==> src/slm_regs.svh <==
// Register map, field positions, reset values and timing counts of the CAN sleep controller.
// Assumes byte addresses on a 32-bit AHB-Lite bus, one aligned word per register.
`ifndef SLM_REGS_SVH
`define SLM_REGS_SVH

`define SLM_OFF_CTRL      8'h00
`define SLM_OFF_TXE       8'h04
`define SLM_OFF_ABORT     8'h08
`define SLM_OFF_RXF       8'h0C
`define SLM_OFF_RXDATA    8'h10
`define SLM_OFF_STATUS    8'h14
`define SLM_OFF_IRQ_STAT  8'h18
`define SLM_OFF_IRQ_CLR   8'h1C
`define SLM_OFF_IRQ_EN    8'h20
`define SLM_OFF_TXBUF0    8'h24
`define SLM_OFF_TXBUF1    8'h28
`define SLM_OFF_TXBUF2    8'h2C

`define SLM_CTRL_REQ_BIT  0
`define SLM_CTRL_ACK_BIT  1

`define SLM_NUM_TXB       3
`define SLM_NUM_EV        4
`define SLM_EV_SLEEP      0
`define SLM_EV_WAKE       1
`define SLM_EV_RXLOAD     2
`define SLM_EV_RECOVER    3

`define SLM_TXE_RST       3'h7
`define SLM_IRQ_EN_RST    4'h0

`define SLM_SYNC_CYCLES   2'h2
`define SLM_BIT_DIV       6'h28
`define SLM_RECESSIVE_RUN 4'hB
`define SLM_BUSOFF_SEQ    8'h80

`endif

==> src/slm_pkg.sv <==
// Types shared by the CAN sleep controller.
// Assumes the protocol engine sits on the same clock as the controller.
package slm_pkg;

    typedef enum logic [2:0] {
        ST_AWAKE    = 3'b000,
        ST_SYNC_IN  = 3'b001,
        ST_WAIT_IDL = 3'b010,
        ST_SLEEP    = 3'b011,
        ST_SYNC_OUT = 3'b100
    } slm_state_e;

    typedef struct packed {
        logic       tx_active;
        logic       rx_active;
        logic       bus_off;
        logic       tx_bit;
        logic [2:0] tx_done;
    } slm_eng_s;

    typedef struct packed {
        logic        valid;
        logic [31:0] data;
    } slm_rxmsg_s;

endpackage : slm_pkg

==> src/slm_can_sleep_ctrl.sv <==
// Sleep request and acknowledge logic of a CAN controller, with its AHB-Lite register slave.
// Assumes a protocol engine on hclk reporting activity and finished buffers; can_rx_pin is asynchronous.
`include "slm_regs.svh"

module slm_can_sleep_ctrl
    import slm_pkg::*;
(
    input  wire logic        hclk,             // Bus and controller clock
    input  wire logic        hresetn,          // Async reset, active low
    input  wire logic        hsel,             // Slave select
    input  wire logic [31:0] haddr,            // Byte address
    input  wire logic [1:0]  htrans,           // Transfer type
    input  wire logic        hwrite,           // Write when high
    input  wire logic [2:0]  hsize,            // Word transfers only
    input  wire logic [31:0] hwdata,           // Write data
    input  wire logic        hready,           // Bus ready
    output logic             hreadyout,        // Always ready
    output logic             hresp,            // Always OKAY
    output logic      [31:0] hrdata,           // Read data
    input  wire slm_eng_s    eng,              // Protocol engine status
    input  wire slm_rxmsg_s  rxq,              // Head of receive queue
    output logic             rxq_pop,          // Head taken into foreground
    input  wire logic        can_rx_pin,       // CAN receive pin
    output logic             can_transmit_pin, // CAN transmit pin
    output logic             proto_clk_en,     // Protocol clock enable
    output logic      [2:0]  tx_pending,       // Buffers scheduled
    output logic      [2:0]  tx_abort_req,     // Abort requests to engine
    output logic      [95:0] tx_buf_data,      // Transmit buffer words
    output logic             busoff_recovered, // Recovery done pulse
    output logic             irq               // Interrupt, active high
);

    slm_state_e  state_ff, nxt_state;
    logic [1:0]  sync_cnt_ff, nxt_sync_cnt;
    logic        sleep_request_bit_ff;
    logic [2:0]  tx_buffer_empty_flag_ff;
    logic [2:0]  abort_ff;
    logic        rx_buffer_full_flag_ff;
    logic [31:0] rx_foreground_buffer_ff;
    logic [31:0] txbuf_ff [3];
    logic [3:0]  irq_stat_ff, irq_en_ff;
    logic        wr_en_ff;
    logic [7:0]  wr_addr_ff;
    logic [31:0] hrdata_ff;
    logic        rx_s1_ff, rx_s2_ff;
    logic [5:0]  div_ff;
    logic [3:0]  rec_run_ff;
    logic [7:0]  seq_cnt_ff;
    logic        recover_ff;
    logic        can_transmit_pin_ff;

    // Bus decode
    wire        take     = hsel & hready & htrans[1];
    wire [7:0]  a        = haddr[7:0];
    wire        wr_ctrl  = wr_en_ff && wr_addr_ff == `SLM_OFF_CTRL;
    wire        wr_txe   = wr_en_ff && wr_addr_ff == `SLM_OFF_TXE;
    wire        wr_abort = wr_en_ff && wr_addr_ff == `SLM_OFF_ABORT;
    wire        wr_rxf   = wr_en_ff && wr_addr_ff == `SLM_OFF_RXF;
    wire        wr_iclr  = wr_en_ff && wr_addr_ff == `SLM_OFF_IRQ_CLR;
    wire        wr_ien   = wr_en_ff && wr_addr_ff == `SLM_OFF_IRQ_EN;
    wire [2:0]  wr_txb;
    assign wr_txb[0] = wr_en_ff && wr_addr_ff == `SLM_OFF_TXBUF0;
    assign wr_txb[1] = wr_en_ff && wr_addr_ff == `SLM_OFF_TXBUF1;
    assign wr_txb[2] = wr_en_ff && wr_addr_ff == `SLM_OFF_TXBUF2;

    wire        asleep    = state_ff == ST_SLEEP;
    wire        sleep_ack = asleep || state_ff == ST_SYNC_OUT;
    wire        all_empty = &tx_buffer_empty_flag_ff;
    // Idle means nothing scheduled, nothing on the wire either way
    wire        idle_ok   = all_empty && !eng.tx_active && !eng.rx_active;

    // Foreground load is blocked while asleep and while the old message is unread
    wire        rx_load   = rxq.valid && !rx_buffer_full_flag_ff && !asleep;

    wire [31:0] status_w  = {15'h0000, seq_cnt_ff[6:0], rec_run_ff, state_ff,
                             eng.bus_off, eng.rx_active, eng.tx_active};
    wire [31:0] ctrl_w    = {30'h00000000, sleep_ack, sleep_request_bit_ff};

    wire [31:0] rd_mux =
        (a == `SLM_OFF_CTRL)     ? ctrl_w :
        (a == `SLM_OFF_TXE)      ? {29'h00000000, tx_buffer_empty_flag_ff} :
        (a == `SLM_OFF_ABORT)    ? {29'h00000000, abort_ff} :
        (a == `SLM_OFF_RXF)      ? {31'h00000000, rx_buffer_full_flag_ff} :
        (a == `SLM_OFF_RXDATA)   ? rx_foreground_buffer_ff :
        (a == `SLM_OFF_STATUS)   ? status_w :
        (a == `SLM_OFF_IRQ_STAT) ? {28'h0000000, irq_stat_ff} :
        (a == `SLM_OFF_IRQ_EN)   ? {28'h0000000, irq_en_ff} :
        (a == `SLM_OFF_TXBUF0)   ? txbuf_ff[0] :
        (a == `SLM_OFF_TXBUF1)   ? txbuf_ff[1] :
        (a == `SLM_OFF_TXBUF2)   ? txbuf_ff[2] :
        32'h00000000;

    assign hreadyout   = 1'b1;
    assign hresp       = 1'b0;
    assign hrdata      = hrdata_ff;

    // Sleep state machine
    always_comb begin
        nxt_state    = state_ff;
        nxt_sync_cnt = sync_cnt_ff;
        unique case (state_ff)
            ST_AWAKE: begin
                if (sleep_request_bit_ff) begin
                    nxt_state    = ST_SYNC_IN;
                    nxt_sync_cnt = `SLM_SYNC_CYCLES - 2'h1;
                end
            end
            ST_SYNC_IN: begin
                if (sync_cnt_ff != 2'h0) begin
                    nxt_sync_cnt = sync_cnt_ff - 2'h1;
                end else if (!sleep_request_bit_ff) begin
                    nxt_state = ST_AWAKE;
                end else begin
                    nxt_state = ST_WAIT_IDL;
                end
            end
            ST_WAIT_IDL: begin
                // Buffers scheduled after the request still get sent first
                if (!sleep_request_bit_ff) begin
                    nxt_state = ST_AWAKE;
                end else if (idle_ok) begin
                    nxt_state = ST_SLEEP;
                end
            end
            ST_SLEEP: begin
                if (!sleep_request_bit_ff) begin
                    nxt_state    = ST_SYNC_OUT;
                    nxt_sync_cnt = `SLM_SYNC_CYCLES - 2'h1;
                end
            end
            ST_SYNC_OUT: begin
                if (sync_cnt_ff != 2'h0) begin
                    nxt_sync_cnt = sync_cnt_ff - 2'h1;
                end else begin
                    nxt_state = ST_AWAKE;
                end
            end
            default: begin
                nxt_state = ST_AWAKE;
            end
        endcase
    end

    wire [3:0] ev;
    assign ev[`SLM_EV_SLEEP]   = state_ff == ST_WAIT_IDL && nxt_state == ST_SLEEP;
    assign ev[`SLM_EV_WAKE]    = state_ff == ST_SYNC_OUT && nxt_state == ST_AWAKE;
    assign ev[`SLM_EV_RXLOAD]  = rx_load;
    assign ev[`SLM_EV_RECOVER] = recover_ff;

    assign irq              = |(irq_stat_ff & irq_en_ff);
    assign rxq_pop          = rx_load;
    assign proto_clk_en     = !asleep;
    assign tx_pending       = ~tx_buffer_empty_flag_ff;
    assign tx_abort_req     = asleep ? 3'h0 : abort_ff;
    assign tx_buf_data      = {txbuf_ff[2], txbuf_ff[1], txbuf_ff[0]};
    assign can_transmit_pin = can_transmit_pin_ff;
    assign busoff_recovered = recover_ff;

    always_ff @(posedge hclk or negedge hresetn) begin
        if (!hresetn) begin
            state_ff    <= ST_AWAKE;
            sync_cnt_ff <= 2'h0;
        end else begin
            state_ff    <= nxt_state;
            sync_cnt_ff <= nxt_sync_cnt;
        end
    end

    // Bus slave: address phase captured, write applied in data phase
    always_ff @(posedge hclk or negedge hresetn) begin
        if (!hresetn) begin
            wr_en_ff   <= 1'b0;
            wr_addr_ff <= 8'h00;
            hrdata_ff  <= 32'h00000000;
        end else begin
            wr_en_ff   <= take & hwrite;
            wr_addr_ff <= a;
            if (take && !hwrite) begin
                hrdata_ff <= rd_mux;
            end
        end
    end

    always_ff @(posedge hclk or negedge hresetn) begin
        if (!hresetn) begin
            sleep_request_bit_ff <= 1'b0;
            irq_en_ff            <= `SLM_IRQ_EN_RST;
        end else begin
            if (wr_ctrl) begin
                sleep_request_bit_ff <= hwdata[`SLM_CTRL_REQ_BIT];
            end
            if (wr_ien) begin
                irq_en_ff <= hwdata[3:0];
            end
        end
    end

    // Hardware wins over software in the same cycle: its set of empty and status flags, its clear of aborts
    always_ff @(posedge hclk or negedge hresetn) begin
        if (!hresetn) begin
            tx_buffer_empty_flag_ff <= `SLM_TXE_RST;
            abort_ff                <= 3'h0;
            irq_stat_ff             <= 4'h0;
        end else begin
            tx_buffer_empty_flag_ff <= (tx_buffer_empty_flag_ff & ~(wr_txe ? hwdata[2:0] : 3'h0))
                                       | eng.tx_done;
            abort_ff                <= (abort_ff | (wr_abort ? hwdata[2:0] & ~tx_buffer_empty_flag_ff : 3'h0))
                                       & ~eng.tx_done;
            irq_stat_ff             <= (irq_stat_ff & ~(wr_iclr ? hwdata[3:0] : 4'h0)) | ev;
        end
    end

    always_ff @(posedge hclk or negedge hresetn) begin
        if (!hresetn) begin
            rx_buffer_full_flag_ff  <= 1'b0;
            rx_foreground_buffer_ff <= 32'h00000000;
        end else begin
            if (rx_load) begin
                rx_buffer_full_flag_ff  <= 1'b1;
                rx_foreground_buffer_ff <= rxq.data;
            end else if (wr_rxf && hwdata[0]) begin
                rx_buffer_full_flag_ff  <= 1'b0;
            end
        end
    end

    genvar gi;
    generate
        for (gi = 0; gi < `SLM_NUM_TXB; gi++) begin : g_txbuf
            always_ff @(posedge hclk or negedge hresetn) begin
                if (!hresetn) begin
                    txbuf_ff[gi] <= 32'h00000000;
                end else if (wr_txb[gi]) begin
                    txbuf_ff[gi] <= hwdata;
                end
            end
        end
    endgenerate

    // Pin side; recessive is forced from the cycle sleep is entered
    always_ff @(posedge hclk or negedge hresetn) begin
        if (!hresetn) begin
            can_transmit_pin_ff <= 1'b1;
            rx_s1_ff <= 1'b1;
            rx_s2_ff <= 1'b1;
        end else begin
            can_transmit_pin_ff <= (nxt_state == ST_SLEEP) ? 1'b1 : eng.tx_bit;
            rx_s1_ff <= can_rx_pin;
            rx_s2_ff <= rx_s1_ff;
        end
    end

    // Bus-off recovery: bit-rate tick only advances while protocol clocks run
    wire bit_tick = proto_clk_en && div_ff == `SLM_BIT_DIV - 6'h01;
    wire run_done = rx_s2_ff && rec_run_ff == `SLM_RECESSIVE_RUN - 4'h1;
    wire seq_done = seq_cnt_ff == `SLM_BUSOFF_SEQ - 8'h01;

    always_ff @(posedge hclk or negedge hresetn) begin
        if (!hresetn) begin
            div_ff <= 6'h00;
        end else if (proto_clk_en) begin
            div_ff <= bit_tick ? 6'h00 : div_ff + 6'h01;
        end
    end

    always_ff @(posedge hclk or negedge hresetn) begin
        if (!hresetn) begin
            rec_run_ff <= 4'h0;
            seq_cnt_ff <= 8'h00;
            recover_ff <= 1'b0;
        end else begin
            recover_ff <= 1'b0;
            if (!eng.bus_off) begin
                rec_run_ff <= 4'h0;
                seq_cnt_ff <= 8'h00;
            end else if (bit_tick) begin
                if (!rx_s2_ff) begin
                    rec_run_ff <= 4'h0;
                end else if (run_done) begin
                    rec_run_ff <= 4'h0;
                    seq_cnt_ff <= seq_done ? 8'h00 : seq_cnt_ff + 8'h01;
                    recover_ff <= seq_done;
                end else begin
                    rec_run_ff <= rec_run_ff + 4'h1;
                end
            end
        end
    end

    property p_req_starts_sync;
        @(posedge hclk) disable iff (!hresetn)
        (state_ff == ST_AWAKE && sleep_request_bit_ff) |=> state_ff == ST_SYNC_IN [*2];
    endproperty
    a_req_starts_sync: assert property (p_req_starts_sync) else $error("sleep entry skipped sync delay");

    property p_no_sleep_pending;
        @(posedge hclk) disable iff (!hresetn)
        (state_ff == ST_WAIT_IDL && !all_empty) |=> state_ff != ST_SLEEP;
    endproperty
    a_no_sleep_pending: assert property (p_no_sleep_pending) else $error("slept with pending buffer");

    property p_no_sleep_rx;
        @(posedge hclk) disable iff (!hresetn)
        (state_ff == ST_WAIT_IDL && eng.rx_active) |=> state_ff != ST_SLEEP;
    endproperty
    a_no_sleep_rx: assert property (p_no_sleep_rx) else $error("slept during reception");

    property p_idle_sleeps;
        @(posedge hclk) disable iff (!hresetn)
        (state_ff == ST_WAIT_IDL && sleep_request_bit_ff && idle_ok) |=> asleep && sleep_ack;
    endproperty
    a_idle_sleeps: assert property (p_idle_sleeps) else $error("idle controller did not sleep");

    property p_sleep_bits;
        @(posedge hclk) disable iff (!hresetn)
        asleep |-> ctrl_w[1] && (ctrl_w[0] || $fell(sleep_request_bit_ff));
    endproperty
    a_sleep_bits: assert property (p_sleep_bits) else $error("sleep bits not both set");

    property p_sleep_pins;
        @(posedge hclk) disable iff (!hresetn)
        asleep |-> !proto_clk_en && can_transmit_pin && tx_abort_req == 3'h0 && !rxq_pop;
    endproperty
    a_sleep_pins: assert property (p_sleep_pins) else $error("activity while asleep");

    property p_busoff_frozen;
        @(posedge hclk) disable iff (!hresetn)
        (asleep && eng.bus_off) |=> $stable(rec_run_ff) && $stable(seq_cnt_ff);
    endproperty
    a_busoff_frozen: assert property (p_busoff_frozen) else $error("recovery count moved in sleep");

    property p_rxf_clear;
        @(posedge hclk) disable iff (!hresetn)
        (asleep && wr_rxf && hwdata[0]) |=> !rx_buffer_full_flag_ff;
    endproperty
    a_rxf_clear: assert property (p_rxf_clear) else $error("full flag not cleared in sleep");

    property p_txe_clear;
        @(posedge hclk) disable iff (!hresetn)
        (asleep && wr_txe) |=> (tx_buffer_empty_flag_ff & $past(hwdata[2:0] & ~eng.tx_done)) == 3'h0;
    endproperty
    a_txe_clear: assert property (p_txe_clear) else $error("empty flag not cleared in sleep");

    property p_wake;
        @(posedge hclk) disable iff (!hresetn)
        (asleep && !sleep_request_bit_ff) |=> (sleep_ack && proto_clk_en) [*2] ##1 !sleep_ack;
    endproperty
    a_wake: assert property (p_wake) else $error("wake sequence wrong");

endmodule : slm_can_sleep_ctrl

==> config.mk <==
export PLATFORM = sky130hd
export DESIGN_NAME = slm_can_sleep_ctrl
export DESIGN_NICKNAME = d
export VERILOG_FILES = /design/src/slm_pkg.sv /design/src/slm_can_sleep_ctrl.sv
export VERILOG_INCLUDE_DIRS = /design/src
export SDC_FILE = /design/constraint.sdc
export NUM_CORES = 1
export LEC_CHECK = 0
export BUFFER_PORTS_ARGS = -buffer_cell sky130_fd_sc_hd__buf_2
export CORE_MARGIN = 1.5
export CORE_UTILIZATION = 53
export CTS_CLUSTER_DIAMETER = 200
export DETAILED_ROUTE_END_ITERATION = 7
export GPL_ROUTABILITY_DRIVEN = 0
export PLACE_DENSITY = 0.89
export REMOVE_ABC_BUFFERS = 1
export SLEW_MARGIN = 20
export SYNTH_ARGS = -nofsm -noshare
export SYNTH_HDL_FRONTEND = slang
export SYNTH_SLANG_ARGS = --single-unit
export TNS_END_PERCENT = 30
==> constraint.sdc <==
create_clock -name hclk -period 2.4 [get_ports hclk]
set_input_delay 0.12 -clock hclk [delete_from_list [all_inputs] [get_ports hclk]]
set_output_delay 0.12 -clock hclk [all_outputs]
set_load 0.005 [all_outputs]
[Yosys cells after proc, flatten, opt, wreduce, memory -nomap -nowiden]
Cells that the tools add are included.
Operators by class
  $add $sub $neg: 4
  multipliers: 0
  divide/modulo/power cells: 0
  $lt $le $gt $ge: 0
  equal/unequal tests: 32
  shifts and indexed selects: 0
  multiplexer cells: 44
  bitwise gates (word level): 15
  reduce and logical (&&, ||, !) cells: 37
Operator list (number)
  32-bit two-way mux: 11
  8-bit by 6-bit == test with 1-bit output (second input constant): 8
  8-bit two-way mux: 5
  8-bit by 4-bit == test with 1-bit output (second input constant): 4
  8-bit by 5-bit == test with 1-bit output (second input constant): 4
  3-bit two-way mux: 9
  4-bit two-way mux: 5
  1-bit logical AND: 19
  8-bit by 3-bit == test with 1-bit output (second input constant): 2
  8-bit logical NOT: 2
  3-bit case mux with 5 select lines: 1
  3-bit AND: 3
  3-bit by 2-bit == test with 1-bit output (second input constant): 3
  3-bit inverter: 3
  8-bit by 1-bit adder with 8-bit output (second input constant): 1
  4-bit AND: 2
  8-bit by 7-bit == test with 1-bit output (second input constant): 1
  2-bit two-way mux: 4
  2-bit by 1-bit != test with 1-bit output (second input constant): 4
  1-bit two-way mux: 7
  6-bit by 1-bit adder with 6-bit output (second input constant): 1
  6-bit == test (second input constant): 1
  3-bit logical NOT: 2
  6-bit two-way mux: 1
  other kinds (19): 29
Storage, ports and cells
  register bits: 212
  latch bits: 0
  RAM bits: 0
  memory bits (read-only): 0
  bits of input ports: 115
  logic and storage cells: 154
  memories kept: 0

[Depth between registers and ports, before layout]
  depth in word-level cells: 12
  mapped depth: 8

[Worst setup path after synthesis]
Ideal clock, no wire load.
  path type: register to register
  start point: reg wr_addr_ff[1]
  end point: reg txbuf_ff (netlist bit tx_buf_data[39])
  setup time: 0.127 ns
  arrival: 1.962 ns
  required time: 2.273 ns
  slack: 0.310 ns
  stages on the path, launching flop included: 6
  buffers on the path: 2
  clock period less this slack: 2.090 ns
  cell sequence: dfrtp_1 -> or4b_1 -> or3_1 -> clkbuf_1 -> buf_1 -> mux2_1
On the way
  longest elaborated chain between the ends: 2
RTL lines
  from (decl): RTL line slm_can_sleep_ctrl.sv:43  | logic [7:0] wr_addr_ff;
  from (signal assigned): RTL line slm_can_sleep_ctrl.sv:173  | wr_addr_ff <= 8'h00;
  from (signal assigned): RTL line slm_can_sleep_ctrl.sv:177  | wr_addr_ff <= a;
  8-bit by 6-bit == test with 1-bit output (no source line)
  1-bit logical AND (no source line)
  to (signal, indexed assignment): RTL line slm_can_sleep_ctrl.sv:234  | txbuf_ff[gi] <= hwdata;
  to (decl): RTL line slm_can_sleep_ctrl.sv:40  | logic [31:0] txbuf_ff [3];
Every way passes these cells.
A chain may end at the register's enable or synchronous reset.

[Worst setup path after layout]
  start point: reg state_ff[0]
  end point: out rxq_pop
On the way
  longest elaborated chain between the ends: 3
RTL lines
  from (decl): RTL line slm_can_sleep_ctrl.sv:33  | slm_state_e state_ff, nxt_state;
  from (signal assigned): RTL line slm_can_sleep_ctrl.sv:164  | state_ff <= nxt_state;
  3-bit by 2-bit == test with 1-bit output: RTL line slm_can_sleep_ctrl.sv:66  | wire asleep = state_ff == ST_SLEEP;
  1-bit logical NOT: RTL line slm_can_sleep_ctrl.sv:73  | wire rx_load = rxq.valid && !rx_buffer_full_flag_ff && !asleep;
  1-bit logical AND: RTL line slm_can_sleep_ctrl.sv:73
  to (decl): RTL line slm_can_sleep_ctrl.sv:22  | output logic rxq_pop,
Every way passes these cells.

==> results.ini <==
[power]
peakVddDrop_mv=0.5920
p_per_area_nw_per_um2=715.0
total_leakage_power_nw=6.226

[sta]
skew_ns=0.02080
finalHoldWorstSlack_ns=0.03634
finalSetupViolations=0
rsz0062_at_grt=yes
slew_viol_final=0
max_slew_margin_pct=58.41
layout_min_cycle_time_ns=2.347
min_period_over_period_pct=97.80
timing.fmax_mhz=426.1
setup-tns-final_ns=0
finalHoldViolCount=0
worst_pin_slew_ns=0.6238

[floorplan]
initial_core_util_pct=54.06
ioPinCount=256
placementRows=49
fp.dieH_um=138.4
core-area_um2=17960
die_x_um=138.4
fp.dieArea_um2=19140

[clock_network]
tritoncts.num_buffers=24
cts.sinks=212
clock_latency_ns=0.52
htreeDepth=1
postCtsSetupBuffers=0
cts_tree=built
clkTransAtPathRegs_ns=0.06
cts_root_buf=clkbuf_16
clockBufferDepth=3

[synthesis]
synthArstFlopShare_pct=100.0
synth_top_cell_by_area=dfrtp_1
synth_edf_count=0
synth_top_area_share_pct=53.09
ys_seq_area_share_pct=54.71
yosysWarnings=0
ys_ff_latch=212
netlist_top_cells_count=206 x dfrtp_1, 162 x nand2_1, 103 x mux2_2
synthTopCellsByArea=dfrtp_1 53%, mux2_2 12%, nand2_1 6.3%
postSynthAreaPerCell_um2=10.78
synthMostInstantiatedCell=dfrtp_1
syn_inst=901
synthFlopType=dfrtp_1
synth_cell_types=67
netlist_area_um2=9711

[finish]
fin_nets=1339
drive_gt1_share_pct=35.52
syn_to_final_growth_pct=33.55
final_core_util_pct=72.19
instances_no_fill=1467
fillers=1177
design_area_um2=12970

[global_route]
use_met1_pct=41.03
grtUsageMet3_pct=6.547
grt_max_degree=76
grt_usage_pct=32.54
grt_pass1_wl_mm=49.79
grt_pass1_vias=9214
grt_remaining_overflow=0
grt_antenna_before_repair=2
grt_busiest_layer=met2
use_met2_pct=54.44

[outcome]
status=finished clean

[route]
drt-vias-per-instance=6.132
first_pass_iters=5
vias=8995
drc=0
drtIter0Drc=757
wire_per_inst_um=21.28
antenna_left=0
drt_wl_total_mm=31.22

[critical_path]
crit_end=rxq_pop
cp-end-kind=output port
reg2reg_slack_ns=0.17
rr_endpoint=abort_ff[2]
crit_start=state_ff[0]
start_kind=register
worstReg2RegStart=wr_addr_ff[1]
cp_data_arrival_time_ns=2.23
r2r.worst_path.cells=5
crit_path_max_fanout=22
crit_type=register to output port
required_ns=2.28

[hold_path]
hold_path_class=input pin to register

[placed_design]
port_buffers=225
dpl.cell_count=1340
post_dp_cell_area_um2=11340
dp_hpwl_mm=19.49

[run]
drv_cap=0

[logic make-up (layout without fill, tap and decap cells)]
group,after synthesis,count (layout),synth area share [%]
compound gates,191,191,13.57
xor+xnor,6,6,0.5412
mux,109,109,12.83
fa+ha+maj,5,5,0.6442
flops,212,212,54.71
simple gates,304,304,14.64
other cells,2,4,0.07734
buf+inv,72,407,2.989
[worst max-delay path, stage by stage (launching register included)]
cell and delay, ns:
dfrtp_1 0.50, nand3b_1 0.19, buf_4 0.23, nand3b_1 0.19, clkinv_1 0.11, buf_4 0.29, buf_2 0.19
[final cells by class]
type	count	area, um2	share of cell area [%]
Clock inverter	9	78.83	0.6078
Timing Repair Buffer	349	2371	18.28
Tap cell	229	286.5	2.209
Multi-Input combinational cell	617	4138	31.91
Inverter	15	56.30	0.4342
Sequential cell	212	5314	40.97
Clock buffer	34	719.4	5.548
Antenna cell	2	5.005	0.03859
[layer usage]
layer	part of all wire (%)	wire [um]	vias to the layer above
li1	-	-	3863
met5	0	0	-
met1	38	11720	4434
met2	49	15440	581
met4	4.1	1279	0
met3	8.9	2787	117
[stage by stage]
step | power [mW] | setup slack [ns]
floorplan | 4.863 | -0.4624
global placement | 5.376 | 0.1046
detailed placement | 5.466 | 0.07212
CTS | 9.232 | 0.03241
global route | 9.626 | -0.02248
finish | 9.273 | 0.05287
[flip-flops by register name, indices dropped and copies added (netlist names)]
| name | flops |
|---|---|
| wr_addr_ff | 8 |
| abort_ff | 3 |
| state_ff | 3 |
| sleep_request_bit_ff | 1 |
| sync_cnt_ff | 2 |
| can_transmit_pin | 1 |
| rx_s1_ff | 1 |
| irq_stat_ff | 4 |
| irq_en_ff | 4 |
| rx_buffer_full_flag_ff | 1 |
| tx_buffer_empty_flag_ff | 3 |
| rx_s2_ff | 1 |
| wr_en_ff | 1 |
| busoff_recovered | 1 |
| seq_cnt_ff | 8 |
| hrdata | 32 |
| div_ff | 6 |
| rec_run_ff | 4 |
| rx_foreground_buffer_ff | 32 |
| tx_buf_data | 96 |
[power breakdown]
group	leakage [nW]	internal, mW	switching [mW]
Sequential	2.68	4.00	0.313
Combinational	3.15	0.572	0.682
Clock	0.399	2.19	1.51
Total	6.23	6.77	2.50
[placed cells by master, fill, tap and decap left out, types with 6 or more instances in the layout]
cell type,n
buf_2,224
dfrtp_1,205
nand2_1,162
mux2_2,103
dlygate4sd3_1,82
a21oi_1,46
o21ai_0,42
nor2_1,39
buf_4,34
clkbuf_16,25
nand2b_1,20
nor4_1,14
a221o_1,14
inv_1,13
a311oi_1,12
nor3_1,11
o311ai_1,11
a21boi_1,11
nand3_1,9
buf_12,8
and2_1,7
clkbuf_8,7
o22ai_1,6
xnor2_1,6
dfstp_2,6
clkinv_2,6
[repair_timing]
item	in CTS	in global routing
endpoints found under the hold margin	224	0
hold buffers	82	0
setup endpoints to repair	0	11
resized for setup	0	4
[worst min-delay path by stage]
stage | end | startpoint | depth (start not counted)
after floorplan | abort_ff[0] | hresetn | 0
after detailed placement | tx_buf_data[75] | hresetn | 1
after global routing | wr_addr_ff[3] | haddr[3] | 2
final | wr_addr_ff[3] | haddr[3] | 2
after CTS | irq_stat_ff[0] | eng[5] | 3
after global placement | tx_buf_data[75] | hresetn | 1
Power figures use the tool's default switching activity.
